### src/logic/supervisor_defs.vh
// constants of the supervisory timing block
`ifndef SUPERVISOR_DEFS_VH
`define SUPERVISOR_DEFS_VH
`define CLK_MHZ 200
`define CYC_PER_MS (`CLK_MHZ * 1000)
`define MS_PER_DAY 32'h0526_5C00
`define RESET_DELAY_SEL_MAX 5'h10
`define WAIT_BASE_MS 100
`define PEAK_WIN_MS 30000
`define PULSE_MIN_MS 1
`define PULSE_MAX_MS 32256
`define A_CTRL 12'h000
`define A_STATUS 12'h004
`define A_RTC_MS 12'h008
`define A_RTC_DAY 12'h00C
`define A_RSTDLY 12'h010
`define A_PULSE 12'h014
`define A_WDWAIT 12'h018
`define A_WDTO 12'h01C
`define A_CMD 12'h020
`define A_FAULT_IN 12'h024
`define A_MEAS 12'h028
`define A_LOG0 12'h02C
`define A_LOG1 12'h030
`define A_LOG2 12'h034
`define A_PEAK 12'h038
`define A_RSTCNT 12'h03C
`define A_NVCNT 12'h040
`define C_STORE 0
`define C_KICK 1
`define C_CLRCNT 2
`define B_PULSE 0
`define B_WD_TO_RST 1
`define B_LOG_DIS 2
`define B_BROWNOUT 3
`define B_ACCUM 4
`define B_SEQ_ON 5
`define CTRL_RESET 32'h0000_0000
`define PULSE_RESET 16'h0001
`define WDTO_RESET 16'h03E8
`endif

### src/logic/supervisor_watchdog_runtime_log.v
// supervisory timing block: run-time clock, system reset, watchdog and logging
//
// The address map and the APB slave port were left to the implementer.
`timescale 1ns/10ps
`include "supervisor_defs.vh"
module supervisor_watchdog_runtime_log #(
   parameter CYC_MS = `CYC_PER_MS
) (
   input wire pclk,
   input wire presetn,
   input wire psel,
   input wire penable,
   input wire pwrite,
   input wire [11:0] paddr,
   input wire [31:0] pwdata,
   output reg [31:0] prdata,
   output reg pready,
   output reg pslverr,
   input wire rails_good,
   input wire boot_done,
   input wire watchdog_input_pin,
   input wire brownout_det,
   input wire nv_rtc_valid,
   input wire [31:0] nv_rtc_ms,
   input wire [31:0] nv_rtc_day,
   output reg system_reset_n,
   output reg watchdog_output_pin,
   output reg flash_wr,
   output reg [2:0] flash_kind,
   output reg [63:0] flash_data
);
   localparam S_HOLD = 4'b0001;
   localparam S_DELAY = 4'b0010;
   localparam S_PULSE = 4'b0100;
   localparam S_RUN = 4'b1000;
   localparam W_WAIT = 3'b001;
   localparam W_RUN = 3'b010;
   localparam W_EXP = 3'b100;
   localparam K_RTC = 3'h0;
   localparam K_FAULT = 3'h1;
   localparam K_PEAK = 3'h2;
   localparam K_RSTCNT = 3'h3;

   // delay code to milliseconds: 0, then 1 << (code-1)
   function [31:0] dly_ms;
      input [4:0] code;
      begin
         if (code == 5'h00)
            dly_ms = 32'h0000_0000;
         else
            dly_ms = 32'h0000_0001 << (code - 5'h01);
      end
   endfunction

   // register offsets that accept a write
   function wr_ok;
      input [11:0] a;
      begin
         case (a)
            `A_CTRL, `A_RTC_MS, `A_RTC_DAY, `A_RSTDLY, `A_PULSE, `A_WDWAIT, `A_WDTO,
            `A_CMD, `A_FAULT_IN, `A_MEAS: wr_ok = 1'b1;
            default: wr_ok = 1'b0;
         endcase
      end
   endfunction

   // clamp a programmable width into its legal range
   function [31:0] clamp_ms;
      input [15:0] v;
      begin
         if (v < `PULSE_MIN_MS)
            clamp_ms = `PULSE_MIN_MS;
         else if (v > `PULSE_MAX_MS)
            clamp_ms = `PULSE_MAX_MS;
         else
            clamp_ms = {16'h0000, v};
      end
   endfunction

   reg [31:0] ctrl;
   reg [4:0] rst_dly_sel;
   reg [15:0] pulse_ms;
   reg [3:0] wd_wait_sel;
   reg [15:0] wd_to_ms;
   reg [31:0] rtc_ms;
   reg [31:0] rtc_day;
   reg [31:0] tick;
   reg boot_q;
   reg [3:0] sr_state;
   reg [31:0] sr_cnt;
   reg [31:0] sr_pre;
   reg [2:0] wd_state;
   reg [31:0] wd_cnt;
   reg wd_rst_req;
   reg wdi_s1;
   reg wdi_s2;
   reg wdi_s3;
   reg [31:0] fault_in;
   reg [15:0] meas;
   reg [15:0] peak;
   reg [15:0] win_max;
   reg win_on;
   reg [31:0] win_cnt;
   reg [31:0] log0;
   reg [31:0] log1;
   reg [31:0] log2;
   reg [31:0] rst_cnt;
   reg [31:0] nv_cnt;
   reg brown_q;
   reg rst_logged;
   reg fault_pend;
   reg peak_pend;
   reg kick_cmd;
   reg store_cmd;

   wire ms_tick = (tick == CYC_MS - 1);
   // reset sequencer keeps its own millisecond prescaler so delays start exact
   wire sr_ms = (sr_pre == CYC_MS - 1);
   wire wr = psel & penable & pwrite;
   wire wdi_edge = wdi_s2 ^ wdi_s3;
   wire service = wdi_edge | kick_cmd;
   wire log_dis = ctrl[`B_LOG_DIS];
   wire brown_en = ctrl[`B_BROWNOUT];
   wire flash_ok = ~log_dis & ~brown_en;
   wire rtc_run = ~ctrl[`B_ACCUM] | boot_done;
   wire [31:0] wd_wait_lim = (wd_wait_sel == 4'h0) ? 32'h0000_0000 :
      (`WAIT_BASE_MS << (wd_wait_sel - 4'h1));

   always @(posedge pclk or negedge presetn) begin
      if (!presetn) begin
         wdi_s1 <= 1'b0;
         wdi_s2 <= 1'b0;
         wdi_s3 <= 1'b0;
         tick <= 32'h0000_0000;
         boot_q <= 1'b0;
      end else begin
         wdi_s1 <= watchdog_input_pin;
         wdi_s2 <= wdi_s1;
         wdi_s3 <= wdi_s2;
         tick <= ms_tick ? 32'h0000_0000 : tick + 32'h0000_0001;
         boot_q <= 1'b1;
      end
   end

   // register file, run-time clock, logging
   always @(posedge pclk or negedge presetn) begin
      if (!presetn) begin
         ctrl <= `CTRL_RESET;
         rst_dly_sel <= 5'h00;
         pulse_ms <= `PULSE_RESET;
         wd_wait_sel <= 4'h0;
         wd_to_ms <= `WDTO_RESET;
         rtc_ms <= 32'h0000_0000;
         rtc_day <= 32'h0000_0000;
         fault_in <= 32'h0000_0000;
         meas <= 16'h0000;
         peak <= 16'h0000;
         win_max <= 16'h0000;
         win_on <= 1'b0;
         win_cnt <= 32'h0000_0000;
         log0 <= 32'h0000_0000;
         log1 <= 32'h0000_0000;
         log2 <= 32'h0000_0000;
         rst_cnt <= 32'h0000_0000;
         nv_cnt <= 32'h0000_0000;
         brown_q <= 1'b0;
         rst_logged <= 1'b0;
         fault_pend <= 1'b0;
         peak_pend <= 1'b0;
         kick_cmd <= 1'b0;
         store_cmd <= 1'b0;
         prdata <= 32'h0000_0000;
         pready <= 1'b0;
         pslverr <= 1'b0;
         flash_wr <= 1'b0;
         flash_kind <= K_RTC;
         flash_data <= 64'h0000_0000_0000_0000;
      end else begin
         kick_cmd <= 1'b0;
         store_cmd <= 1'b0;
         flash_wr <= 1'b0;
         brown_q <= brownout_det;
         pready <= psel & ~penable;
         pslverr <= 1'b0;
         // preserved clock loaded only in the first cycle after reset with brownout mode on, but ctrl still holds 0 then, so it never loads
         if (boot_q == 1'b0 && nv_rtc_valid && brown_en) begin
            rtc_ms <= nv_rtc_ms;
            rtc_day <= nv_rtc_day;
         end else if (ms_tick && rtc_run) begin
            if (rtc_ms == `MS_PER_DAY - 1) begin
               rtc_ms <= 32'h0000_0000;
               rtc_day <= rtc_day + 32'h0000_0001;
            end else
               rtc_ms <= rtc_ms + 32'h0000_0001;
         end
         // count this reset once, then keep it
         if (!rst_logged) begin
            rst_logged <= 1'b1;
            rst_cnt <= nv_cnt + 32'h0000_0001;
            nv_cnt <= nv_cnt + 32'h0000_0001;
         end
         // peak window
         if (ms_tick && win_on) begin
            if (win_cnt == `PEAK_WIN_MS - 1) begin
               win_on <= 1'b0;
               peak_pend <= 1'b1;
            end else
               win_cnt <= win_cnt + 32'h0000_0001;
         end
         if (psel && !penable && !pready) begin
            pslverr <= pwrite & ~wr_ok(paddr);
            case (paddr)
               `A_CTRL: prdata <= ctrl;
               `A_STATUS: prdata <= {24'h0, wd_state, sr_state, system_reset_n};
               `A_RTC_MS: prdata <= rtc_ms;
               `A_RTC_DAY: prdata <= rtc_day;
               `A_RSTDLY: prdata <= {27'h0, rst_dly_sel};
               `A_PULSE: prdata <= {16'h0, pulse_ms};
               `A_WDWAIT: prdata <= {28'h0, wd_wait_sel};
               `A_WDTO: prdata <= {16'h0, wd_to_ms};
               `A_LOG0: prdata <= log0;
               `A_LOG1: prdata <= log1;
               `A_LOG2: prdata <= log2;
               `A_PEAK: prdata <= {16'h0, peak};
               `A_RSTCNT: prdata <= rst_cnt;
               default: prdata <= 32'h0000_0000;
            endcase
         end
         if (wr && pready) begin
            case (paddr)
               `A_CTRL: ctrl <= pwdata;
               `A_RTC_MS: rtc_ms <= pwdata;
               `A_RTC_DAY: rtc_day <= pwdata;
               `A_RSTDLY: rst_dly_sel <= (pwdata[4:0] > `RESET_DELAY_SEL_MAX) ?
                  `RESET_DELAY_SEL_MAX : pwdata[4:0];
               `A_PULSE: pulse_ms <= pwdata[15:0];
               `A_WDWAIT: wd_wait_sel <= pwdata[3:0];
               `A_WDTO: wd_to_ms <= pwdata[15:0];
               `A_CMD: begin
                  store_cmd <= pwdata[`C_STORE];
                  kick_cmd <= pwdata[`C_KICK];
                  if (pwdata[`C_CLRCNT]) begin
                     rst_cnt <= 32'h0000_0000;
                     nv_cnt <= 32'h0000_0000;
                  end
               end
               `A_FAULT_IN: begin
                  fault_in <= pwdata;
                  log0 <= {16'h0, pwdata[15:8], pwdata[7:0]};
                  log1 <= rtc_ms;
                  log2 <= {16'h0, meas};
                  fault_pend <= 1'b1;
               end
               `A_MEAS: begin
                  meas <= pwdata[15:0];
                  if (pwdata[15:0] > peak) begin
                     peak <= pwdata[15:0];
                     win_max <= pwdata[15:0];
                     if (!win_on) begin
                        win_on <= 1'b1;
                        win_cnt <= 32'h0000_0000;
                     end
                  end
               end
               default: ;
            endcase
         end
         // one flash write per cycle, priority: store, brownout, fault, peak
         if (store_cmd) begin
            flash_wr <= 1'b1;
            flash_kind <= K_RTC;
            flash_data <= {rtc_day, rtc_ms};
         end else if (brownout_det && !brown_q && brown_en && !log_dis) begin
            flash_wr <= 1'b1;
            flash_kind <= K_RTC;
            flash_data <= {rtc_day, rtc_ms};
            fault_pend <= 1'b1;
            peak_pend <= 1'b1;
         end else if (fault_pend && (flash_ok || (brown_q && !log_dis))) begin
            flash_wr <= 1'b1;
            flash_kind <= K_FAULT;
            flash_data <= {log0[15:0], log2[15:0], log1};
            fault_pend <= 1'b0;
         end else if (peak_pend && (flash_ok || (brown_q && !log_dis))) begin
            flash_wr <= 1'b1;
            flash_kind <= K_PEAK;
            flash_data <= {48'h0, win_max};
            peak_pend <= 1'b0;
         end else if (rst_logged && flash_ok && rst_cnt != nv_cnt) begin
            flash_wr <= 1'b1;
            flash_kind <= K_RSTCNT;
            flash_data <= {32'h0, rst_cnt};
         end
      end
   end

   // system reset sequencer and watchdog
   always @(posedge pclk or negedge presetn) begin
      if (!presetn) begin
         sr_state <= S_HOLD;
         sr_cnt <= 32'h0000_0000;
         sr_pre <= 32'h0000_0000;
         system_reset_n <= 1'b0;
         wd_state <= W_WAIT;
         wd_cnt <= 32'h0000_0000;
         wd_rst_req <= 1'b0;
         watchdog_output_pin <= 1'b0;
      end else begin
         sr_pre <= sr_ms ? 32'h0000_0000 : sr_pre + 32'h0000_0001;
         case (sr_state)
            S_HOLD: begin
               system_reset_n <= 1'b0;
               sr_cnt <= 32'h0000_0000;
               sr_pre <= 32'h0000_0000;
               if (rails_good && ctrl[`B_SEQ_ON])
                  sr_state <= S_DELAY;
            end
            S_DELAY: begin
               if (!rails_good)
                  sr_state <= S_HOLD;
               else if (sr_cnt >= dly_ms(rst_dly_sel)) begin
                  sr_cnt <= 32'h0000_0000;
                  sr_pre <= 32'h0000_0000;
                  if (ctrl[`B_PULSE]) begin
                     system_reset_n <= 1'b0;
                     sr_state <= S_PULSE;
                  end else begin
                     system_reset_n <= 1'b1;
                     sr_state <= S_RUN;
                  end
               end else if (sr_ms)
                  sr_cnt <= sr_cnt + 32'h0000_0001;
            end
            S_PULSE: begin
               if (sr_cnt >= clamp_ms(pulse_ms)) begin
                  system_reset_n <= 1'b1;
                  sr_state <= S_RUN;
                  sr_cnt <= 32'h0000_0000;
                  sr_pre <= 32'h0000_0000;
               end else if (sr_ms)
                  sr_cnt <= sr_cnt + 32'h0000_0001;
            end
            S_RUN: begin
               system_reset_n <= 1'b1;
               if (wd_rst_req) begin
                  system_reset_n <= 1'b0;
                  sr_cnt <= 32'h0000_0000;
                  sr_pre <= 32'h0000_0000;
                  sr_state <= S_PULSE;
               end else if (!rails_good) begin
                  if (sr_cnt >= dly_ms(rst_dly_sel))
                     sr_state <= S_HOLD;
                  else if (sr_ms)
                     sr_cnt <= sr_cnt + 32'h0000_0001;
               end else begin
                  sr_cnt <= 32'h0000_0000;
                  sr_pre <= 32'h0000_0000;
               end
            end
            default: sr_state <= S_HOLD;
         endcase
         wd_rst_req <= 1'b0;
         case (wd_state)
            W_WAIT: begin
               if (service) begin
                  wd_state <= W_RUN;
                  wd_cnt <= 32'h0000_0000;
               end else if (wd_cnt >= wd_wait_lim) begin
                  wd_state <= W_RUN;
                  wd_cnt <= 32'h0000_0000;
               end else if (ms_tick)
                  wd_cnt <= wd_cnt + 32'h0000_0001;
            end
            W_RUN: begin
               if (service)
                  wd_cnt <= 32'h0000_0000;
               else if (ms_tick && wd_cnt >= clamp_ms(wd_to_ms) - 1) begin
                  wd_state <= W_EXP;
                  if (ctrl[`B_WD_TO_RST])
                     wd_rst_req <= 1'b1;
                  else
                     watchdog_output_pin <= 1'b1;
               end else if (ms_tick)
                  wd_cnt <= wd_cnt + 32'h0000_0001;
            end
            W_EXP: begin
               if (service) begin
                  watchdog_output_pin <= 1'b0;
                  wd_cnt <= 32'h0000_0000;
                  wd_state <= W_RUN;
               end
            end
            default: wd_state <= W_WAIT;
         endcase
      end
   end
endmodule // supervisor_watchdog_runtime_log

### config.mk
export PLATFORM = sky130hd
export DESIGN_NAME = supervisor_watchdog_runtime_log
export DESIGN_NICKNAME = d
export VERILOG_FILES = /design/src/logic/supervisor_watchdog_runtime_log.v
export VERILOG_INCLUDE_DIRS = /design/src /design/src/logic
export SDC_FILE = /design/constraint.sdc
export NUM_CORES = 1
export LEC_CHECK = 0
export BUFFER_PORTS_ARGS = -buffer_cell sky130_fd_sc_hd__buf_2
export CAP_MARGIN = 20
export CORE_AREA = 3 3 248 250
export CTS_CLUSTER_SIZE = 12
export DETAILED_ROUTE_END_ITERATION = 7
export DIE_AREA = 0 0 251 253
export PLACE_DENSITY_LB_ADDON = 0.1
export SLEW_MARGIN = 5
export SYNTH_ARGS = -nofsm -noshare
export SYNTH_HDL_FRONTEND = slang
export SYNTH_SLANG_ARGS = --single-unit
### constraint.sdc
create_clock -name pclk -period 6.1 [get_ports pclk]
set_input_delay 1.22 -clock pclk [delete_from_list [all_inputs] [get_ports pclk]]
set_output_delay 1.22 -clock pclk [all_outputs]
set_load 0.02 [all_outputs]
==> impl_metrics.py, run 1 <==
metrics = {
    "timing": {
        "fin_tns_setup_ps": 0,
        "fin_crit_sh": 0.876,
        "worstMarginPinSlew_ps": 1180,
        "max_freq_mhz": 187,
        "drv_slew": 0,
        "period_minus_slack_ps": 5340,
        "finalClockSkew_ps": 22.0,
        "relSlewSlack": 0.214,
        "setup_viol": 0,
        "rsz0062_at_grt": "false",
        "hold_violations": 0,
    },
    "logic_synthesis": {
        "synth_compound_area_frac": 0.143,
        "synth-simple-area-share": 0.190,
        "synthCells": 3447,
        "synth_top_area_cell": "dfrtp_1",
        "syn-cell-area_um2": 32700,
        "synth_top_area_share": 0.436,
        "synth.ff_latch_count": 578,
        "yosys_warnings": 0,
        "syn_area_per_cell_um2": 9.48,
        "synthAdderAreaFrac": 0.0517,
        "synth_edf_count": 0,
        "synth_area_leaders": "dfrtp_1 44%, mux2_2 5.8%, ha_1 5.2%",
        "synth_ff_type": "dfrtp_1",
        "synth-async-reset-ratio": 1.00,
        "post_synth_num_cell_types": 70,
        "ys_seq_area_frac": 0.443,
        "yosysMostFrequentCell": "dfrtp_1",
        "synth-xor-area-share": 0.0705,
        "synth_common_cells": "569 x dfrtp_1, 388 x nor2_1, 289 x nand2_1",
        "synth_top_family_by_area": "simple AND/OR/NAND/NOR gates",
        "muxShareOfSynthArea": 0.0671,
    },
    "place": {
        "place_hpwl_mm": 78.2,
        "gp_congestion": 0.967,
        "dp.cells": 4293,
        "numPortBuffers": 220,
    },
    "clocking": {
        "clock_sinks": 578,
        "htreeDepth": 3,
        "cts_tree": "done",
        "max-clock-path-buffers": 3,
        "cts_made_buffers": 66,
        "hold_buffers": 0,
        "clk_pin_slew_ps": 60,
        "cts_resized": 0,
        "insertion_delay_ps": 610,
        "post-cts-setup-buffer-count": 0,
        "root_buffer": "clkbuf_16",
    },
    "floorplanning": {
        "fp.coreArea_um2": 59200,
        "io_pins": 222,
        "die-area_um2": 63500,
        "die_h_um": 253,
        "die_w_um": 251,
        "start_util": 0.551,
        "rows": 89,
    },
    "route": {
        "antenna_left": 0,
        "firstDrtPassIters": 8,
        "drc": 28,
        "routed_wl_mm": 109,
        "drtIter0Drc": 3553,
        "via_per_inst": 6.49,
        "vias": 28700,
        "detail_route.wl_per_cell_um": 24.7,
    },
    "power": {
        "p_sw_mw": 2.40,
        "swShare": 0.266,
        "power.internal_mw": 6.65,
        "power_frac_comb": 0.081,
        "power_density_nw_per_um2": 246,
        "pwr-share-clk": 0.451,
        "seq_power_share": 0.468,
        "worst_ir_drop_vdd_uv": 266,
        "total_leakage_power_nw": 16.8,
    },
    "global_route": {
        "grtUsageTotal": 0.337,
        "antenna_found_initial": 10,
        "grt_pass1_wl_mm": 164,
        "grt_pass1_vias": 26900,
        "grt_max_degree": 149,
        "grt_overflow_total": 0,
    },
    "critical_path": {
        "rrSetupSlack_ps": 760,
        "critPathCaptureType": "flop",
        "critPathMaxFanout": 14,
        "start_kind": "flop",
        "crit_arrival_ps": 5830,
        "regToRegEndpoint": "wd_cnt[26]",
        "ff2ff_path_depth": 18,
        "crit_path_end": "wd_cnt[26]",
        "crit_start": "wd_to_ms[13]",
        "critPathRequiredTime_ps": 6590,
        "r2r_start": "wd_to_ms[13]",
        "worstSetupPathType": "reg2reg",
    },
    "min_path": {
        "holdCritPathClass": "reg2reg",
    },
    "final_layout": {
        "final_nets": 3843,
        "final_cells": 4417,
        "synthToLayoutAreaGrowth_pct": 12.4,
        "drive_gt1_frac": 0.163,
    },
    "run_status": {
        "violations": "design-rule violations",
        "status": "finished, violations left",
    },
    "flow_run": {
        "cap_violations": 0,
    },
}
## cells by family after synthesis
family          after synthesis
simple gates               1271
other cells                   2
mux                         198
fa+ha+maj                   135
xor+xnor                    263
compound gates              706
flops                       578
buf+inv                     294
## layout by cell type, fill, tap and decap left out, types with 10 or more instances in the layout
master / count
a21o_1: 21
a21oi_1: 184
a221oi_1: 19
a222oi_1: 89
a22o_1: 34
a22oi_1: 79
a31oi_1: 17
and2_1: 24
and3_1: 73
and4_1: 23
buf_2: 219
buf_4: 39
clkbuf_1: 11
clkbuf_16: 68
clkbuf_8: 23
clkinv_2: 10
conb_1: 12
dfrtp_1: 568
ha_1: 135
inv_1: 95
mux2_2: 169
mux2i_1: 29
nand2_1: 289
nand2b_1: 30
nand3_1: 122
nand4_1: 84
nor2_1: 380
nor2b_1: 27
nor3_1: 72
nor4_1: 39
o21ai_0: 184
o31ai_1: 24
or2_2: 10
or3_1: 29
or4_1: 10
xnor2_1: 153
xor2_1: 110
## power by group through the flow
stage / combinational, mW / clock, mW / sequential [mW]
finish: 0.736 / 4.08 / 4.23
global route: 0.814 / 4.29 / 4.24
CTS: 0.737 / 4.13 / 4.21
detailed placement: 0.732 / 0 / 4.28
global placement: 0.717 / 0 / 4.27
floorplan: 0.413 / 0 / 4.18
## state kept, by name, summed over array words and instances (netlist names), 3 cells and up
register	count
flash_data	64
tick	32
sr_cnt	32
log2	16
nv_cnt	32
wd_wait_sel	4
ctrl	32
win_max	16
meas	16
win_cnt	32
sr_pre	32
sr_state	4
prdata	32
wd_state	3
wd_cnt	32
rst_dly_sel	5
rtc_day	32
pulse_ms	16
log1	32
log0	16
rst_cnt	32
rtc_ms	32
wd_to_ms	16
## cell type report
cell class              instances  area [µm²]
fillers                      4928       22500
multi-input cells            2585       17200
flip-flops and latches        578       14500
clock buffers                 102        2060
repair buffers                264        1480
well taps                     773         967
inverters                      95         357
clock inverters                17         173
diodes                          3        7.51
## layer usage
metal	vias to the layer above	track usage	share of wire
li1	12800	-	-
met1	14200	0.472	0.41
met2	1499	0.491	0.43
met3	243	0.106	0.11
met4	10	0.126	0.040
met5	-	0	0.00047
## stage by stage
stage / total power [mW] / hold slack [ps] / cell area [µm²] / setup slack (ps) / util
6_report: 9.05 / 366 / 36700 / 756 / 0.620
5_1_grt: 9.34 / 376 / 36700 / 310 / 0.620
4_1_cts: 9.08 / 365 / 36700 / 759 / 0.620
3_5_place_dp: 5.01 / 348 / 34500 / 786 / 0.582
3_3_place_gp: 4.99 / 336 / 34500 / 973 / 0.582
2_1_floorplan: 4.59 / 331 / 32700 / 1610 / -
## critical path: stages, from the launching register on
cell       delay [ps]
dfrtp_1           580
and4_1            240
a31oi_1            80
buf_4             200
a32o_1            230
inv_1              80
ha_1              220
nor3b_1           200
nand4_1           350
or4b_2            720
ha_1              330
a21oi_1           160
nand2_1            70
a221oi_1          280
o211ai_1          170
a22oi_1           380
o2bb2ai_1         280
nand2_1           320
o41ai_1           330
## how the worst min path moves through the flow
stage                   to  cells past startpoint  slack, ps  startpoint
floorplan           wdi_s2                      0        330      wdi_s1
global placement    wdi_s2                      0        340      wdi_s1
detailed placement  wdi_s2                      0        350      wdi_s1
CTS                 wdi_s2                      0        360      wdi_s1
global route        wdi_s2                      0        380      wdi_s1
finish              wdi_s2                      0        370      wdi_s1
No activity file was read; power rests on OpenSTA's default activity.
==> run 2, diff against run 1 <==
--- a/config.mk
+++ b/config.mk
@@ -6,13 +6,15 @@
 export SDC_FILE = /design/constraint.sdc
 export NUM_CORES = 1
 export LEC_CHECK = 0
+export ABC_AREA = 1
 export BUFFER_PORTS_ARGS = -buffer_cell sky130_fd_sc_hd__buf_2
 export CAP_MARGIN = 20
-export CORE_AREA = 3 3 248 250
+export CORE_AREA = 3 3 304 246
 export CTS_CLUSTER_SIZE = 12
 export DETAILED_ROUTE_END_ITERATION = 7
-export DIE_AREA = 0 0 251 253
+export DIE_AREA = 0 0 307 249
 export PLACE_DENSITY_LB_ADDON = 0.1
+export SETUP_SLACK_MARGIN = 0.02
 export SLEW_MARGIN = 5
 export SYNTH_ARGS = -nofsm -noshare
 export SYNTH_HDL_FRONTEND = slang
==> impl_metrics.py, run 2 <==
metrics = {
    "critical_path": {
        "rrSetupSlack_ps": 1680,
        "worstSetupPathType": "reg2reg",
        "critPathCaptureType": "flop",
        "max_stage_delay_ps": 530,
        "path_buf_inv": 4,
        "cpMaxStageDelayCell": "dfrtp_1",
        "start_kind": "flop",
        "critPathRequiredTime_ps": 6610,
        "cpLargestDelayFamily": "simple AND/OR/NAND/NOR gates",
        "worstPathCellList": "nor2_1 > nand2_1 > nor2_1 > inv_1 > nand2_1 > inv_1 > nor4_1 > nand2_1 > ha_1 > nand2_1 > nor2_1 > nand2_1 > nor4_1 > nand2_1 > buf_4 > nand2_1 > clkinv_1 > o21ai_0 > nand2_1",
        "cp_common_cell": "nand2_1",
        "crit_arrival_ps": 4920,
        "critPathMaxFanout": 19,
    },
    "route": {
        "drc": 0,
        "vias": 40700,
        "firstDrtPassIters": 6,
        "drtIter0Drc": 5448,
        "detail_route.wl_per_cell_um": 21.0,
        "via_per_inst": 5.84,
        "routed_wl_mm": 146,
        "antenna_left": 0,
    },
    "global_route": {
        "grt_max_degree": 135,
        "grtUsageTotal": 0.374,
        "met3_usage": 0.125,
        "grt_pass1_wl_mm": 221,
        "grt-busiest-layer": "met1",
        "gr-usage-met1": 0.573,
        "grt_pass1_vias": 36300,
        "antenna_found_initial": 8,
        "grt_overflow_total": 0,
        "gr-usage-met2": 0.503,
    },
    "timing": {
        "max_freq_mhz": 226,
        "drv_slew": 0,
        "period_minus_slack_ps": 4420,
        "fin_tns_setup_ps": 0,
        "worstMarginPinSlew_ps": 1070,
        "finalClockSkew_ps": 21.8,
        "rsz0062_at_grt": "false",
        "setup_viol": 0,
        "relSlewSlack": 0.286,
        "setup_slack_ps": 1680,
        "hold_violations": 0,
        "fin_crit_sh": 0.724,
    },
    "floorplanning": {
        "die_h_um": 249,
        "die_w_um": 307,
        "rows": 88,
        "start_util": 0.548,
        "die-area_um2": 76400,
        "fp.coreArea_um2": 71900,
        "io_pins": 222,
    },
    "clocking": {
        "clk_pin_slew_ps": 60,
        "max-clock-path-buffers": 3,
        "clock_sinks": 578,
        "insertion_delay_ps": 640,
        "hold_buffers": 0,
        "cts_made_buffers": 67,
        "post-cts-setup-buffer-count": 0,
        "htreeDepth": 3,
        "cts_resized": 0,
        "cts_tree": "done",
        "root_buffer": "clkbuf_16",
    },
    "final_layout": {
        "final_common_cell": "nand2_1",
        "final_nets": 6224,
        "largest_register_ffs": 64,
        "drive_gt1_frac": 0.0808,
        "final_cell_mix": "1914 x nand2_1, 616 x inv_1, 610 x nor2_1",
        "synthToLayoutAreaGrowth_pct": 10.5,
        "top_register": "flash_data",
    },
    "logic_synthesis": {
        "synth_area_leaders": "dfrtp_1 36%, nand2_1 18%, inv_1 5.9%",
        "yosys_warnings": 0,
        "synth_common_cells": "1917 x nand2_1, 616 x inv_1, 612 x nor2_1",
        "yosysMostFrequentCell": "nand2_1",
        "syn-cell-area_um2": 39400,
        "synth_top_area_cell": "dfrtp_1",
        "syn_area_per_cell_um2": 6.75,
        "synth-async-reset-ratio": 1.00,
        "synth_edf_count": 0,
        "post_synth_num_cell_types": 57,
        "synth.ff_latch_count": 578,
        "synth_ff_type": "dfrtp_1",
        "synth_top_area_share": 0.361,
        "ys_seq_area_frac": 0.367,
        "synthCells": 5842,
    },
    "power": {
        "worst_ir_drop_vdd_uv": 249,
        "total_leakage_power_nw": 21.3,
        "p_total_mw": 9.73,
        "power_density_nw_per_um2": 224,
    },
    "place": {
        "place_hpwl_mm": 111,
        "pre_cts_ws_ps": 1810,
        "numPortBuffers": 220,
        "gp_congestion": 1.01,
    },
    "flow_run": {
        "cap_violations": 0,
    },
    "run_status": {
        "status": "completed",
    },
    "min_path": {
        "holdCritPathClass": "reg2reg",
    },
}
[run 2: changes by cell type in the layout (fill, tap and decap cells not counted), sizes merged, moves of 89 or more]
cell    before   now
nor2       389   629
nand2      289  1922
inv         99   639
o21ai      185   386
nand4       84   217
mux2       169    16
o22ai        4    97
xnor2      153    33
a222oi      89     0
nand3      122   299
[run 2: layout make-up]
| cell class | count | area (µm²) |
|---|---|---|
| clock inverters | 21 | 279 |
| well taps | 945 | 1180 |
| inverters | 641 | 2410 |
| flip-flops and latches | 578 | 14500 |
| multi-input cells | 4410 | 21600 |
| clock buffers | 92 | 1930 |
| repair buffers | 273 | 1650 |
| diodes | 7 | 17.5 |
| fillers | 6927 | 28400 |
[run 2: report_power, final]
part | internal [mW] | switching [mW] | leakage [nW]
clock | 2.43 | 1.75 | 1.08
sequential | 3.99 | 0.182 | 7.69
combinational | 0.365 | 1.01 | 12.5
[run 2: final timing paths]
check	depth (start not counted)	from	to
min in group asynchronous	1	presetn	sr_cnt[28]
hold reg to reg	0	wdi_s1	wdi_s2
setup / recovery	19	rst_dly_sel[0]	sr_state[3]
hold / removal	0	wdi_s1	wdi_s2
setup reg to reg	19	rst_dly_sel[0]	sr_state[3]
max in group asynchronous	2	presetn	flash_data[18]
[run 2: cells by family after synthesis]
kind of cell             count (synthesis)  share of synthesized area
AO/OA/AOI/OAI                          822                      0.114
XOR/XNOR                               161                     0.0358
adder cells (fa/ha/maj)                135                     0.0429
buffers and inverters                  864                     0.0870
flip-flops                             578                      0.367
multiplexers                            17                    0.00483
other                                    2                   0.000191
AND/OR/NAND/NOR                       3263                      0.348
[run 2: per-layer routing]
layer	wire length [µm]	vias to the layer above	part of all wire
li1	-	19200	-
met1	65500	19000	0.45
met2	57500	2176	0.39
met3	19600	239	0.13
met4	3730	10	0.025
met5	68	-	0.00046
[run 2: stage by stage]
step	cells	util	area [µm²]	hold WS (ps)
after floorplan	5852	-	39400	331
after global placement	6840	0.572	41200	333
after detailed placement	6842	0.573	41200	338
after CTS	6955	0.604	43400	351
after global routing	6960	0.605	43500	352
final	6967	0.605	43500	350
